[src/hw/fpm_pkg.sv]
package fpm_pkg;

	localparam int unsigned CLK_HZ = 50_000_000;
	localparam int unsigned POWERUP_MS = 2000;
	localparam int unsigned LONG_PRESS_MS = 2000;
	localparam int unsigned IDLE_RETURN_MS = 30000;
	localparam int unsigned CAL_TICK_MS = 1000;
	localparam int unsigned DEBOUNCE_MS = 20;
	localparam int unsigned MS_CYCLES = CLK_HZ / 1000;

	localparam logic [11:0] STEP_HEAT_TEMP = 12'h101;
	localparam logic [11:0] STEP_START_DELAY = 12'h103;
	localparam logic [11:0] STEP_SEAL_TIME = 12'h104;
	localparam logic [11:0] STEP_COOL_VALUE = 12'h105;
	localparam logic [11:0] STEP_HOLD_MODE = 12'h106;
	localparam logic [11:0] STEP_AUTOCAL = 12'h107;
	localparam logic [11:0] STEP_LANGUAGE = 12'h201;
	localparam logic [11:0] STEP_SEAL_MODE = 12'h240;
	localparam logic [11:0] STEP_NONE = 12'h000;

	localparam logic [11:0] ERR_CAL_A = 12'h111;
	localparam logic [11:0] ERR_CAL_B = 12'h114;
	localparam logic [11:0] ERR_CAL_C = 12'h211;

	localparam logic [3:0] CAL_COUNT_START = 4'hE;
	localparam logic [7:0] FW_VERSION = 8'h07;

	localparam logic [9:0] ZERO_OUT_LOW_RANGE = 10'h042;
	localparam logic [9:0] ZERO_OUT_HIGH_RANGE = 10'h028;

	typedef enum logic [1:0] {
		FPM_CAL_OK,
		FPM_CAL_FAIL_A,
		FPM_CAL_FAIL_B,
		FPM_CAL_FAIL_C
	} fpm_cal_result_e;

	typedef enum logic [3:0] {
		FPM_POWERUP,
		FPM_HOME,
		FPM_SETTINGS,
		FPM_CONFIG,
		FPM_ALARM,
		FPM_CAL_SELECT,
		FPM_CAL_RUN
	} fpm_view_e;

	localparam logic [2:0] VIEW_CODE_POWERUP = 3'h0;
	localparam logic [2:0] VIEW_CODE_HOME = 3'h1;
	localparam logic [2:0] VIEW_CODE_MENU = 3'h2;
	localparam logic [2:0] VIEW_CODE_ALARM = 3'h3;
	localparam logic [2:0] VIEW_CODE_CAL_WAIT = 3'h4;

endpackage : fpm_pkg

[src/hw/fpm_navigator.sv]
// Summary of operation
// Power-up screen with firmware version shows about two seconds, then normal display.
// Idle without alarm shows home: set temperature, actual number and bar.
// Fault monitoring always runs; a fault shows as alarm at once; the code holds it back until the power-up screen ends or calibration reports.
// Short menu press advances to next menu step from home or any menu step; the code ignores it in calibration select (step 107 from alarm).
// Long press in menus returns home, or to alarm menu if alarm.
// Long press in home or alarm view jumps to configuration step 201.
// Thirty seconds without keys in a menu step returns home.
// No inactivity return during calibration step or alarm menu.
// Any raised alarm switches the display into the alarm menu.
// Reset key clears acknowledgeable faults and returns home; others stay.
// In alarm menu, calibratable fault: short press selects calibration, enter starts it.
// Long press in alarm menu jumps to configuration step 201.
// Configuration entered from alarm returns to alarm on long press or timeout.
// Calibration failing from bad configuration raises alarm code 111, 114 or 211.
// Successful calibration leaves calibration display and shows the main view.
// Manual heat key starts heating only in home view and unlocked by step 213.
// After calibration at 20 C output reads 0.66 V or 0.4 V by range.
// Steps are three-digit: settings 101..107, configuration 201..240.
// During calibration show countdown 14 to 0 and force output zero.
// Press timed from debounced edge; long fires at threshold, short on release.
`timescale 1ns/1ns
`default_nettype none

module fpm_navigator
	import fpm_pkg::*;
#(
	parameter int unsigned POWERUP_CYCLES = POWERUP_MS * MS_CYCLES,
	parameter int unsigned LONG_CYCLES = LONG_PRESS_MS * MS_CYCLES,
	parameter int unsigned IDLE_CYCLES = IDLE_RETURN_MS * MS_CYCLES,
	parameter int unsigned CAL_TICK_CYCLES = CAL_TICK_MS * MS_CYCLES,
	parameter int unsigned DEBOUNCE_CYCLES = DEBOUNCE_MS * MS_CYCLES
)
(
	input wire logic core_clk,
	input wire logic rst,
	input wire logic menu_key,
	input wire logic enter_key,
	input wire logic reset_key,
	input wire logic manual_heat_key,
	input wire logic fault_active,
	input wire logic fault_ackable,
	input wire logic fault_cal_curable,
	input wire logic [11:0] fault_code,
	input wire logic manual_heat_locked,
	input wire logic high_range,
	input wire logic cal_done,
	input wire logic [1:0] cal_result,
	input wire logic [9:0] actual_out_in,
	output logic [2:0] view_code,
	output logic [11:0] menu_step,
	output logic [7:0] fw_version,
	output logic alarm_shown,
	output logic [11:0] alarm_code,
	output logic [3:0] cal_countdown,
	output logic cal_start,
	output logic manual_heat_start,
	output logic alarm_clear,
	output logic [9:0] actual_out
);

	typedef struct packed {
		fpm_view_e view;
		logic cfg_from_alarm;
		logic [11:0] step;
		logic [31:0] timer;
		logic [31:0] idle;
		logic [31:0] press;
		logic [31:0] deb;
		logic key_raw;
		logic key_db;
		logic long_fired;
		logic enter_q;
		logic reset_q;
		logic heat_q;
		logic cal_alarm;
		logic [11:0] cal_code;
		logic [3:0] countdown;
		logic cal_start;
		logic heat_start;
		logic alarm_clear;
		logic [9:0] aout;
	} fpm_state_s;

	fpm_state_s cur;
	fpm_state_s nxt;

	// Next step in the menu ring, wrapping settings and configuration separately
	function automatic logic [11:0] fpm_next_step(input logic [11:0] s);
		case (s)
			STEP_HEAT_TEMP: fpm_next_step = STEP_START_DELAY;
			STEP_START_DELAY: fpm_next_step = STEP_SEAL_TIME;
			STEP_SEAL_TIME: fpm_next_step = STEP_COOL_VALUE;
			STEP_COOL_VALUE: fpm_next_step = STEP_HOLD_MODE;
			STEP_HOLD_MODE: fpm_next_step = STEP_AUTOCAL;
			STEP_AUTOCAL: fpm_next_step = STEP_HEAT_TEMP;
			STEP_SEAL_MODE: fpm_next_step = STEP_LANGUAGE;
			default:
			begin
				// Decimal carry keeps the step a three-digit number
				if (s[3:0] == 4'h9)
					fpm_next_step = {s[11:8], s[7:4] + 4'h1, 4'h0};
				else
					fpm_next_step = s + 12'h001;
			end
		endcase
	endfunction : fpm_next_step

	function automatic logic [11:0] fpm_cal_code(input logic [1:0] r);
		case (r)
			FPM_CAL_FAIL_A: fpm_cal_code = ERR_CAL_A;
			FPM_CAL_FAIL_B: fpm_cal_code = ERR_CAL_B;
			FPM_CAL_FAIL_C: fpm_cal_code = ERR_CAL_C;
			default: fpm_cal_code = STEP_NONE;
		endcase
	endfunction : fpm_cal_code

	logic alarm_any;
	logic press_edge;
	logic short_ev;
	logic long_ev;
	logic enter_ev;
	logic reset_ev;
	logic heat_ev;
	logic any_key_ev;

	assign alarm_any = fault_active || cur.cal_alarm;
	assign enter_ev = enter_key && !cur.enter_q;
	assign reset_ev = reset_key && !cur.reset_q;
	assign heat_ev = manual_heat_key && !cur.heat_q;

	always_comb
	begin
		nxt = cur;
		short_ev = 1'b0;
		long_ev = 1'b0;
		nxt.cal_start = 1'b0;
		nxt.heat_start = 1'b0;
		nxt.alarm_clear = 1'b0;
		nxt.enter_q = enter_key;
		nxt.reset_q = reset_key;
		nxt.heat_q = manual_heat_key;

		// Debounce the menu key: accept a new level after it holds steady
		if (menu_key != cur.key_raw)
		begin
			nxt.key_raw = menu_key;
			nxt.deb = 32'h0;
		end
		else if (cur.deb >= DEBOUNCE_CYCLES)
			nxt.key_db = cur.key_raw;
		else
			nxt.deb = cur.deb + 32'h1;
		press_edge = nxt.key_db && !cur.key_db;

		// Press timing from the debounced edge
		if (press_edge)
		begin
			nxt.press = 32'h0;
			nxt.long_fired = 1'b0;
		end
		else if (cur.key_db && nxt.key_db && !cur.long_fired)
		begin
			nxt.press = cur.press + 32'h1;
			if (cur.press + 32'h1 >= LONG_CYCLES)
			begin
				long_ev = 1'b1;
				nxt.long_fired = 1'b1;
			end
		end
		if (cur.key_db && !nxt.key_db && !cur.long_fired)
			short_ev = 1'b1;

		// Inactivity timer, held at zero in the alarm menu, calibration select and run, and at settings step 107
		any_key_ev = press_edge || enter_ev || reset_ev || heat_ev;
		if (any_key_ev || cur.view == FPM_CAL_RUN || cur.view == FPM_ALARM ||
			cur.view == FPM_CAL_SELECT ||
			(cur.view == FPM_SETTINGS && cur.step == STEP_AUTOCAL))
			nxt.idle = 32'h0;
		else if (cur.idle < IDLE_CYCLES)
			nxt.idle = cur.idle + 32'h1;

		case (cur.view)
			FPM_POWERUP:
			begin
				nxt.timer = cur.timer + 32'h1;
				if (cur.timer + 32'h1 >= POWERUP_CYCLES)
				begin
					nxt.view = alarm_any ? FPM_ALARM : FPM_HOME;
					nxt.timer = 32'h0;
				end
			end
			FPM_HOME:
			begin
				if (alarm_any)
					nxt.view = FPM_ALARM;
				else if (long_ev)
				begin
					nxt.view = FPM_CONFIG;
					nxt.step = STEP_LANGUAGE;
					nxt.cfg_from_alarm = 1'b0;
				end
				else if (short_ev)
				begin
					nxt.view = FPM_SETTINGS;
					nxt.step = STEP_HEAT_TEMP;
				end
				else if (heat_ev && !manual_heat_locked)
					nxt.heat_start = 1'b1;
			end
			FPM_SETTINGS, FPM_CONFIG:
			begin
				if (alarm_any && !cur.cfg_from_alarm)
					nxt.view = FPM_ALARM;
				else if (long_ev || cur.idle >= IDLE_CYCLES)
				begin
					if (alarm_any)
						nxt.view = FPM_ALARM;
					else
						nxt.view = FPM_HOME;
					nxt.cfg_from_alarm = 1'b0;
					nxt.idle = 32'h0;
				end
				else if (short_ev)
					nxt.step = fpm_next_step(cur.step);
				else if (enter_ev && cur.step == STEP_AUTOCAL && !alarm_any)
				begin
					nxt.view = FPM_CAL_RUN;
					nxt.cal_start = 1'b1;
					nxt.countdown = CAL_COUNT_START;
					nxt.timer = 32'h0;
				end
			end
			// Alarm menu: acknowledge, configuration jump or calibration shortcut
			FPM_ALARM:
			begin
				if (!alarm_any)
					nxt.view = FPM_HOME;
				else if (reset_ev && (fault_ackable || cur.cal_alarm))
				begin
					nxt.alarm_clear = 1'b1;
					nxt.cal_alarm = 1'b0;
					nxt.view = FPM_HOME;
				end
				else if (long_ev)
				begin
					nxt.view = FPM_CONFIG;
					nxt.step = STEP_LANGUAGE;
					nxt.cfg_from_alarm = 1'b1;
				end
				else if (short_ev && (fault_cal_curable || cur.cal_alarm))
				begin
					nxt.view = FPM_CAL_SELECT;
					nxt.step = STEP_AUTOCAL;
				end
			end
			FPM_CAL_SELECT:
			begin
				if (enter_ev)
				begin
					nxt.view = FPM_CAL_RUN;
					nxt.cal_start = 1'b1;
					nxt.cal_alarm = 1'b0;
					nxt.countdown = CAL_COUNT_START;
					nxt.timer = 32'h0;
				end
				else if (long_ev)
					nxt.view = FPM_ALARM;
			end
			// Calibration wait: count down each tick to zero, and wait there until the engine reports
			FPM_CAL_RUN:
			begin
				nxt.aout = 10'h000;
				if (cur.countdown != 4'h0)
				begin
					nxt.timer = cur.timer + 32'h1;
					if (cur.timer + 32'h1 >= CAL_TICK_CYCLES)
					begin
						nxt.timer = 32'h0;
						nxt.countdown = cur.countdown - 4'h1;
					end
				end
				if (cal_done)
				begin
					if (cal_result == FPM_CAL_OK)
					begin
						nxt.view = FPM_HOME;
						nxt.aout = high_range ? ZERO_OUT_HIGH_RANGE : ZERO_OUT_LOW_RANGE;
					end
					else
					begin
						nxt.cal_alarm = 1'b1;
						nxt.cal_code = fpm_cal_code(cal_result);
						nxt.view = FPM_ALARM;
					end
				end
			end
			default: nxt.view = FPM_HOME;
		endcase

		// Output follows the feed, except zero from calibration entry to its report, then held one cycle at the report's value
		if (nxt.view == FPM_CAL_RUN)
			nxt.aout = 10'h000;
		else if (cur.view != FPM_CAL_RUN)
			nxt.aout = actual_out_in;

		if (rst)
		begin
			nxt = '0;
			nxt.view = FPM_POWERUP;
			nxt.step = STEP_NONE;
		end
	end

	always_ff @(posedge core_clk)
	begin
		cur <= nxt;
	end

	always_comb
	begin
		case (cur.view)
			FPM_POWERUP: view_code = VIEW_CODE_POWERUP;
			FPM_HOME: view_code = VIEW_CODE_HOME;
			FPM_ALARM: view_code = VIEW_CODE_ALARM;
			FPM_CAL_RUN: view_code = VIEW_CODE_CAL_WAIT;
			default: view_code = VIEW_CODE_MENU;
		endcase
	end

	assign menu_step = (cur.view == FPM_SETTINGS || cur.view == FPM_CONFIG ||
		cur.view == FPM_CAL_SELECT || cur.view == FPM_CAL_RUN) ? cur.step : STEP_NONE;
	assign fw_version = FW_VERSION;
	assign alarm_shown = (cur.view == FPM_ALARM);
	assign alarm_code = cur.cal_alarm ? cur.cal_code : fault_code;
	assign cal_countdown = cur.countdown;
	assign cal_start = cur.cal_start;
	assign manual_heat_start = cur.heat_start;
	assign alarm_clear = cur.alarm_clear;
	assign actual_out = cur.aout;

endmodule : fpm_navigator

`default_nettype wire

[config.mk]
export PLATFORM = sky130hd
export DESIGN_NAME = fpm_navigator
export DESIGN_NICKNAME = d
export VERILOG_FILES = /design/src/hw/fpm_pkg.sv /design/src/hw/fpm_navigator.sv
export SDC_FILE = /design/constraint.sdc
export NUM_CORES = 1
export LEC_CHECK = 0
export BUFFER_PORTS_ARGS = -buffer_cell sky130_fd_sc_hd__buf_2
export CAP_MARGIN = 0
export CORE_MARGIN = 2
export CORE_UTILIZATION = 39
export CTS_BUF_LIST = sky130_fd_sc_hd__clkbuf_4 sky130_fd_sc_hd__clkbuf_8
export DETAILED_ROUTE_END_ITERATION = 10
export PLACE_DENSITY = 0.54
export SYNTH_ARGS = -nofsm -noshare
export SYNTH_HDL_FRONTEND = slang
export SYNTH_SLANG_ARGS = --single-unit
[constraint.sdc]
create_clock -name core_clk -period 8.85 [get_ports core_clk]
set_input_delay 1.77 -clock core_clk [delete_from_list [all_inputs] [get_ports core_clk]]
set_output_delay 1.77 -clock core_clk [all_outputs]
set_load 0.1 [all_outputs]
==> flow_summary_export.csv, run 1 <==
group,metric,value,unit
outcome,status,"completed",
grt,grt_pass1_vias,8151,
clock_network,cts_resized,0,
grt,grt_util_all_layers,18.8,%
power,power.leakage,3.90,nW
synthesis,netlist_top_cells_area,"dfxtp_1 35%, nor2_1 6.4%, xor2_1 4.4%",
die,core,25300,um^2
place,place_hpwl,17800,um
clock_network,ctsLongestPathBuffers,2,
routing,drtIter0Drc,671,
synthesis,synthTopCellsByCount,"174 x dfxtp_1, 172 x nor2_1, 89 x nand2_1, 69 x nand3_1, 58 x a21oi_1",
die,initial_utilization,39.8,%
sta,rsz0062_at_grt,"false",
worst_setup_path,path_max_fanout,16,
synthesis,syn_area_per_cell,8.06,um^2
layout,area_delta_synth_final,8.31,%
worst_hold_path,hp-class,"flip-flop to flip-flop",
synthesis,netlist_area,10100,um^2
synthesis,synth_top_area_share,34.6,%
worst_setup_path,cp_num_buf_inv,3,
worst_setup_path,crit_path_max_incr_delay,640,ps
power,powerDensity,138,nW/um^2
die,num_io_pins,89,
worst_setup_path,worstPathArrival,3120,ps
clock_network,cts_sinks,174,
clock_network,cts_tree,"yes",
place,dp_slack,4280,ps
grt,grt_pass1_wl,41500,um
grt,busiest_layer,"met2",
layout,drive_gt1_share,13.7,%
worst_setup_path,crit_path_end_kind,"output port",
routing,vias,8910,
sta,hold_violations,0,
synthesis,ys_ff_latch,174,
die,die_x,165,um
layout,fin_nets,1325,
die,rows,58,
worst_setup_path,r2r_slack,4610,ps
worst_setup_path,crit_type,"flip-flop to output port",
synthesis,syn_inst,1249,
synthesis,yosys_warnings,0,
synthesis,yosysTopAreaCell,"dfxtp_1",
sta,period_minus_slack,4890,ps
worst_setup_path,path_cells,"nand2_1 > inv_1 > nor3_1 > buf_4 > nor2b_1 > buf_2",
grt,overflow,0,
clock_network,cts-root-buf,"clkbuf_8",
sta,relSlewSlack,24.5,%
routing,drc,0,
sta,setup_tns,0,ps
sta,fin_crit_sh,55.2,%
sta,timing.final.ws_setup,3960,ps
clock_network,htreeDepth,4,
place,numPortBuffers,80,
sta,clock_skew,16.8,ps
sta,clock.fmax,205,MHz
sta,tightest_slew,1130,ps
routing,dr.pass1.iters,5,
clock_network,holdBufCountCts,0,
routing,avgRoutedWirePerCell,15.5,um
routing,via_per_inst,5.52,
worst_setup_path,worstPathRequired,7080,ps
layout,antenna_cells,0,
routing,routed_wl,25100,um
place,place_congestion,0.917,
die,dieHeight,165,um
synthesis,synth_edf_count,0,
worst_setup_path,startpoint_type,"flip-flop",
grt,grt_start_max_net_pins,45,
grt,grt_use_met2,28.7,%
synthesis,synthArstFlopShare,0,%
clock_network,insertion_delay,460,ps
layout,n_fill_cell,2585,
worst_setup_path,critical_path.top_delay_family,"buffers and inverters",
worst_setup_path,cp_slowest_cell,"dfxtp_1",
clock_network,cts_buffers,17,
grt,grtUsageMet3,3.69,%
synthesis,yosysSeqAreaShare,34.6,%
synthesis,synth_cell_types,94,
sta,setup_viol,0,
grt,use_met1,26.9,%
power,ir_drop,0.117,mV
synthesis,post-synth-top-count-cell,"dfxtp_1",
flow_run,max_cap_violations,0,
routing,ant_nets,0,
clock_network,cts_setup_buffers,0,
clock_network,clk_pin_slew_worst_paths,100,ps
grt,antenna_found_initial,3,
die,dieArea,27100,um^2
sta,finalMaxSlewViolations,0,
synthesis,synth_flop_cell,"dfxtp_1",
per-layer routing:
| layer | share of wire, % | up-vias |
|---|---|---|
| li1 | - | 4474 |
| met1 | 50 | 4198 |
| met2 | 44 | 200 |
| met3 | 4.7 | 32 |
| met4 | 1.7 | 6 |
| met5 | 0.13 | - |
tightest hold or removal path, cell delays in order (launching register included):
cell,delay [ps]
dfxtp_1,320
inv_1,50
nor2_1,30
per-stage QoR:
stage,hold WS [ps],power [mW],utilization (%),cells,cell area [um^2]
3_5_place_dp,423,0.944,41.5,1583,10500
5_1_grt,483,1.57,43.1,1615,10900
4_1_cts,439,1.53,43.1,1615,10900
6_report,437,1.51,43.1,1615,10900
3_3_place_gp,421,0.944,41.5,1583,10500
2_1_floorplan,408,0.921,-,1256,10100
registers in the layout, summed over array words and instances, names as in the netlist:
signal,count
cur,157
actual_out,10
cal_countdown,4
alarm_clear,1
cal_start,1
manual_heat_start,1
cell usage in the layout, fill, tap and decap left out, types with 5 or more instances in the layout:
cell	count
a211oi_1	5
a21oi_1	58
a221o_1	8
a31oi_1	12
and2_1	28
and3_1	32
and4_1	12
buf_2	80
buf_4	6
clkbuf_8	18
conb_1	9
dfxtp_1	174
ha_1	17
inv_1	38
mux2_2	5
mux2i_1	12
nand2_1	89
nand2b_1	10
nand3_1	69
nand4_1	43
nor2_1	172
nor2b_1	23
nor3_1	30
nor4_1	22
nor4b_2	7
o211ai_1	9
o21a_1	6
o21ai_0	40
o22ai_1	5
o31ai_1	8
or2_2	8
or3_1	13
xnor2_1	43
xor2_1	50
path summary, 6_finish.rpt:
path / startpoint / endpoint / depth (start not counted)
min: cur[131]$_SDFF_PP0_ / cur[131]$_SDFF_PP0_ / 2
min reg2reg: cur[131]$_SDFF_PP0_ / cur[131]$_SDFF_PP0_ / 2
max reg2reg: cur[139]$_SDFFE_PP0P_ / cur[151]$_SDFFE_PP0P_ / 10
max: cur[178]$_SDFF_PP0_ / menu_step[11] / 6
cell type report:
| class | count | area (um^2) | area share (%) |
|---|---|---|---|
| flip-flops and latches | 174 | 3480 | 32.0 |
| clock inverters | 13 | 153 | 1.40 |
| inverters | 39 | 146 | 1.34 |
| clock buffers | 19 | 255 | 2.34 |
| multi-input cells | 954 | 6000 | 55.1 |
| repair buffers | 86 | 445 | 4.09 |
| well taps | 330 | 413 | 3.79 |
cells by family (layout without fill, tap and decap cells):
group	after synthesis	count (layout)	synth area share [%]
AOI/OAI and AO/OA	220	220	15.8
xor gates and xnor gates	93	93	8.10
adders and majority gates	17	17	2.11
buffers and inverters	128	157	6.11
DFF	174	174	34.6
muxes	17	17	1.75
other	2	9	0.0746
and+or+nand+nor	598	598	31.5
report_power, final:
group,switching (mW),total (mW),internal [mW]
registers,0.00630,0.795,0.788
clock network,0.313,0.581,0.268
logic,0.103,0.131,0.0274
(Power assumes the default switching activity.)
==> inputs of run 2 (changes only) <==
--- a/config.mk
+++ b/config.mk
@@ -11,7 +11,7 @@
 export CORE_UTILIZATION = 39
 export CTS_BUF_LIST = sky130_fd_sc_hd__clkbuf_4 sky130_fd_sc_hd__clkbuf_8
 export DETAILED_ROUTE_END_ITERATION = 10
-export PLACE_DENSITY = 0.54
+export PLACE_DENSITY = 0.56
 export SYNTH_ARGS = -nofsm -noshare
 export SYNTH_HDL_FRONTEND = slang
 export SYNTH_SLANG_ARGS = --single-unit
==> constraint.sdc (replaced) <==
create_clock -name core_clk -period 4.1 [get_ports core_clk]
set_input_delay 0.82 -clock core_clk [delete_from_list [all_inputs] [get_ports core_clk]]
set_output_delay 0.82 -clock core_clk [all_outputs]
set_load 0.1 [all_outputs]
==> run 2 against run 1 <==
- core utilization up 0.43 points
- sequential share of layout area down 0.31 points
- final cell count up 0.80%
- global-route usage up 0.058 points
- design area up 0.99%
- register-to-register slack worse by 4200 ps
- clock skew up 1.5 ps
- worst hold slack better by 22 ps
- non-clock buffer count up 12
- critical path depth up 4
- total power up 120%
- sequential power up 120%
- critical endpoint is now actual_out[6]$_SDFF_PP0_
- largest power group unchanged
==> flow_summary_export.csv, run 2 (synthesis results as in run 1) <==
group,metric,value,unit
sta,setup_viol,0,
layout,drive_gt1_share,14.5,%
grt,overflow,0,
sta,hold_violations,0,
die,initial_utilization,39.8,%
sta,fin_crit_sh,89.1,%
place,numPortBuffers,80,
clock_network,cts_resized,0,
worst_setup_path,worstPathRequired,4430,ps
worst_setup_path,path_cells,"ha_1 > and4_1 > and4_1 > o211ai_1 > a22oi_1 > a32oi_1 > o41a_1 > a311o_1 > a22oi_4 > nor3_1",
power,net-switching-power,919,uW
power,clkPwrFrac,39.3,%
power,powerDensity,300,nW/um^2
grt,antenna_found_initial,4,
clock_network,cts_buffers,17,
layout,final_cell_mix,"174 x dfxtp_1, 172 x nor2_1, 89 x nand2_1, 80 x buf_2, 69 x nand3_1",
worst_hold_path,hp-class,"flip-flop to flip-flop",
die,num_io_pins,89,
die,dieHeight,165,um
clock_network,cts_tree,"yes",
power,swShare,27.9,%
worst_setup_path,critical_path.top_delay_family,"compound AO/OA/AOI/OAI gates",
layout,area_delta_synth_final,9.38,%
routing,avgRoutedWirePerCell,15.4,um
routing,drc,0,
sta,clock.fmax,274,MHz
flow_run,max_cap_violations,0,
sta,clock_skew,18.4,ps
place,post-place-cells,1595,
layout,fin_nets,1337,
worst_setup_path,cp_num_buf_inv,0,
power,ir_drop,0.211,mV
grt,grt_util_all_layers,18.8,%
grt,grt_pass1_wl,41400,um
place,place_hpwl,17800,um
power,power_frac_comb,8.7,%
power,power.leakage,3.97,nW
sta,relSlewSlack,49.0,%
die,dieArea,27100,um^2
layout,finalNonFillerCells,1628,
worst_setup_path,path_common_cell,"and4_1",
clock_network,cts_sinks,174,
routing,dr.pass1.iters,5,
clock_network,cts-root-buf,"clkbuf_8",
worst_setup_path,worstPathArrival,3980,ps
worst_setup_path,startpoint_type,"flip-flop",
layout,stdcell_area,11000,um^2
clock_network,insertion_delay,470,ps
worst_setup_path,path_max_fanout,10,
outcome,status,"completed",
layout,largest_reg_flops,157,
die,die_x,165,um
place,place_congestion,0.925,
worst_setup_path,crit_path_max_incr_delay,670,ps
routing,vias,8850,
sta,period_minus_slack,3650,ps
worst_setup_path,crit_type,"flip-flop to flip-flop",
routing,routed_wl,25000,um
power,internal_power,2.38,mW
worst_setup_path,cp_slowest_cell,"o41a_1",
die,core,25300,um^2
grt,grt_start_max_net_pins,43,
sta,finalMaxSlewViolations,0,
layout,post-route-util,43.6,%
power,total_power,3.30,mW
layout,layout_commonest_cell,"dfxtp_1",
clock_network,clk_pin_slew_worst_paths,90,ps
clock_network,htreeDepth,4,
grt,grt_pass1_vias,8302,
routing,ant_nets,0,
clock_network,ctsLongestPathBuffers,2,
layout,top_register,"cur",
clock_network,holdBufCountCts,0,
routing,via_per_inst,5.44,
place,place_area,10600,um^2
power,seqPwrFrac,52.0,%
worst_setup_path,crit_path_end_kind,"flip-flop",
sta,setup_tns,0,ps
routing,drtIter0Drc,618,
sta,rsz0062_at_grt,"false",
sta,tightest_slew,758,ps
clock_network,cts_setup_buffers,0,
die,rows,58,
run 2: changes by cell type in the layout (fill, tap and decap cells not counted):
cell       change
buf_4         +12
bufinv_16      +1
clkbuf_4       -1
clkbuf_8       -1
clkinv_2       +1
clkinv_4       -2
diode_2        +2
inv_8          +1
nor3b_1        -1
nor3b_2        +1
run 2: power by group through the flow:
stage | sequential [mW] | combinational [mW] | clock [mW]
finish | 1.72 | 0.287 | 1.29
global route | 1.72 | 0.307 | 1.40
CTS | 1.72 | 0.289 | 1.34
detailed placement | 1.75 | 0.289 | 0
global placement | 1.75 | 0.287 | 0
floorplan | 1.75 | 0.241 | 0
run 2: stage by stage:
stage                     hold slack, ps  setup slack [ps]
after floorplan                      408               659
after global placement               421               574
after detailed placement             426               528
after CTS                            465               494
after global routing                 475               185
final                                458               448
run 2: worst paths after layout:
check             slack [ps]  cells after the start                        to            startpoint
hold / removal           460                      2       cur[131]$_SDFF_PP0_   cur[131]$_SDFF_PP0_
setup reg to reg         450                     10  actual_out[6]$_SDFF_PP0_  cur[68]$_SDFFE_PP0P_
setup / recovery         450                     10  actual_out[6]$_SDFF_PP0_  cur[68]$_SDFFE_PP0P_
hold reg to reg          460                      2       cur[131]$_SDFF_PP0_   cur[131]$_SDFF_PP0_
run 2: per-layer routing:
metal | wire length [um] | up-vias | GRT usage (%)
li1 | - | 4488 | -
met1 | 12400 | 4095 | 26.1
met2 | 10900 | 226 | 29.6
met3 | 1310 | 39 | 4.34
met4 | 359 | 2 | 4.78
met5 | 7 | - | 0
run 2: final cells by class:
type	instances	area (um^2)
tap	330	413
clock buffer	17	234
clock inverter	14	181
antenna	2	5.00
sequential	174	3480
fill	2543	14200
inverter	39	146
timing repair buffer	98	536
multi-input combinational	954	6010
run 2: worst reg2reg max path, stage by stage, from the launching register on:
cell and delay [ps]:
dfxtp_1 480, ha_1 280, and4_1 280, and4_1 360, o211ai_1 190, a22oi_1 220
a32oi_1 100, o41a_1 670, a311o_1 470, a22oi_4 380, nor3_1 100
==> inputs of run 3 (changes only) <==
--- a/config.mk
+++ b/config.mk
@@ -5,6 +5,7 @@
 export SDC_FILE = /design/constraint.sdc
 export NUM_CORES = 1
 export LEC_CHECK = 0
+export ABC_AREA = 1
 export BUFFER_PORTS_ARGS = -buffer_cell sky130_fd_sc_hd__buf_2
 export CAP_MARGIN = 0
 export CORE_MARGIN = 2
==> run 3 against run 2 <==
- die area grew 3.8%
- synthesized cell count is 31% higher
- via count grew 12%
- sequential power rose by 2%
- critical path depth fell by 3
- worst hold slack got worse by 17 ps
==> flow_summary_export.csv, run 3 <==
group,metric,value,unit
outcome,status,"completed",
synthesis,syn_inst,1634,
layout,largest_reg_flops,157,
worst_setup_path,crit_path_max_incr_delay,470,ps
power,ir_drop,0.208,mV
place,place_hpwl,19500,um
worst_setup_path,cp-startpoint,"cur[178]$_SDFF_PP0_",
routing,vias,9936,
clock_network,htreeDepth,4,
power,powerDensity,303,nW/um^2
worst_hold_path,min_from,"cur[60]$_SDFFE_PP0P_",
worst_setup_path,path_max_fanout,14,
grt,overflow,0,
layout,drive_gt1_share,9.85,%
clock_network,cts-root-buf,"clkbuf_8",
worst_setup_path,path_common_cell,"inv_1",
clock_network,clk_pin_slew_worst_paths,110,ps
worst_setup_path,path_cells,"inv_1 > nor2_4 > inv_1 > nand2_1 > nand2_1 > inv_1 > buf_2",
routing,drc,0,
routing,via_per_inst,4.87,
clock_network,ctsLongestPathBuffers,2,
worst_hold_path,hp-class,"flip-flop to flip-flop",
die,rows,59,
die,die_x,168,um
clock_network,cts_buffers,17,
synthesis,ys_ff_latch,174,
sta,rsz0062_at_grt,"false",
worst_setup_path,cp_num_buf_inv,4,
synthesis,netlist_top_cells_area,"dfxtp_1 33%, nand2_1 13%, nor2_1 10%",
synthesis,synth_top_area_share,33.3,%
sta,relSlewSlack,26.2,%
sta,fin_crit_sh,85.1,%
clock_network,holdBufCountCts,0,
layout,top_register,"cur",
worst_setup_path,cp_slowest_cell,"nand2_1",
worst_setup_path,critical_path.top_delay_family,"buffers and inverters",
die,num_io_pins,89,
clock_network,cts_setup_buffers,0,
clock_network,insertion_delay,470,ps
sta,clock_skew,21.0,ps
synthesis,post-synth-top-count-cell,"nand2_1",
routing,dr.pass1.iters,5,
synthesis,yosys_warnings,0,
clock_network,cts_sinks,174,
sta,tightest_slew,1110,ps
synthesis,synthTopCellsByCount,"360 x nand2_1, 287 x nor2_1, 218 x inv_1, 174 x dfxtp_1, 93 x a21oi_1",
grt,grt_util_all_layers,19.0,%
die,core,26200,um^2
die,dieArea,28100,um^2
synthesis,synth_cell_types,52,
worst_setup_path,startpoint_type,"flip-flop",
sta,setup_viol,0,
routing,ant_nets,0,
worst_setup_path,r2r-start,"cur[132]$_SDFFE_PP0P_",
grt,antenna_found_initial,0,
sta,setup_tns,0,ps
die,dieHeight,168,um
layout,layout_commonest_cell,"nand2_1",
routing,drtIter0Drc,583,
layout,final_cell_mix,"360 x nand2_1, 287 x nor2_1, 218 x inv_1, 174 x dfxtp_1, 93 x a21oi_1",
synthesis,netlist_area,10400,um^2
synthesis,yosysTopAreaCell,"dfxtp_1",
layout,fin_nets,1746,
worst_setup_path,worstPathArrival,2670,ps
grt,grt_start_max_net_pins,42,
synthesis,synthArstFlopShare,0,%
synthesis,synth_edf_count,0,
place,place_congestion,0.901,
worst_setup_path,worstPathRequired,3280,ps
layout,antenna_cells,0,
synthesis,syn_area_per_cell,6.39,um^2
routing,avgRoutedWirePerCell,12.9,um
power,power.leakage,4.77,nW
worst_setup_path,crit_path_end_kind,"output port",
sta,finalMaxSlewViolations,0,
clock_network,cts_resized,0,
power,total_power,3.47,mW
synthesis,yosysSeqAreaShare,33.3,%
sta,hold_violations,0,
sta,clock.fmax,287,MHz
grt,grt_pass1_wl,44500,um
grt,grt_pass1_vias,9071,
routing,routed_wl,26400,um
clock_network,cts_tree,"yes",
worst_setup_path,crit_type,"flip-flop to output port",
flow_run,max_cap_violations,0,
layout,area_delta_synth_final,9.47,%
die,initial_utilization,39.9,%
synthesis,synth_flop_cell,"dfxtp_1",
place,numPortBuffers,80,
sta,period_minus_slack,3490,ps
## run 3: cell types whose count changed after synthesis, moves of 17 or more
cell / delta
nor2_1: +115
a21oi_1: +35
and3_1: -30
and2_1: -27
xnor2_1: -33
buf_2: -17
o21ai_0: +46
inv_1: +180
nor2b_1: -22
clkbuf_1: -18
nand2_1: +271
nor3_1: +35
## run 3: through the flow
stage                     std cells  cell area [um^2]  hold WS, ps  utilization (%)  worst slack, ps
after global placement         2009             11000          424             42.0              984
after global routing           2041             11400          454             43.6              422
after floorplan                1641             10500          415                -              165
after CTS                      2041             11400          446             43.6              564
after detailed placement       2009             11000          428             42.0              917
final                          2041             11400          442             43.6              610
## run 3: kinds of logic after synthesis
kind of cell / count (synthesis) / share of synthesized area [%]
flip-flops: 174 / 33.3
AO/OA/AOI/OAI: 216 / 11.3
adder cells (fa/ha/maj): 17 / 2.04
buffers and inverters: 280 / 11.4
AND/OR/NAND/NOR: 892 / 37.4
XOR/XNOR: 53 / 4.44
other: 2 / 0.0719
## run 3: layout make-up
type / count / area, um^2
clock buffer: 18 / 248
fill: 2784 / 14800
clock inverter: 14 / 179
inverter: 224 / 846
timing repair buffer: 89 / 468
multi-input combinational: 1187 / 5800
tap: 335 / 419
sequential: 174 / 3480
## run 3: worst reg2reg max path, delay by kind of cell (launching register included)
family | cells | cell delay (ps)
simple gates | 10 | 1600
fa+ha+maj | 1 | 240
flops | 1 | 420
buf+inv | 1 | 200
compound gates | 2 | 430
xor+xnor | 1 | 180
## run 3: layer usage
layer	vias to the layer above	track usage [%]	share of wire, %
met5	-	0	0
met4	0	4.16	0.64
met3	16	2.58	3.3
met2	181	30.9	45
met1	4435	26.7	51
li1	5304	-	-
## run 3: final timing paths
kind | end | slack (ps) | depth (start not counted)
max reg2reg | cur[152]$_SDFFE_PP0P_ | 900 | 15
min reg2reg | cur[60]$_SDFFE_PP0P_ | 440 | 2
min | cur[60]$_SDFFE_PP0P_ | 440 | 2
max | menu_step[8] | 610 | 7
## run 3: power by group
| part | total (mW) | switching (mW) | internal, mW |
|---|---|---|---|
| registers | 1.76 | 0.0386 | 1.72 |
| logic | 0.379 | 0.290 | 0.0887 |
| clock network | 1.33 | 0.697 | 0.632 |
| total | 3.47 | 1.03 | 2.44 |
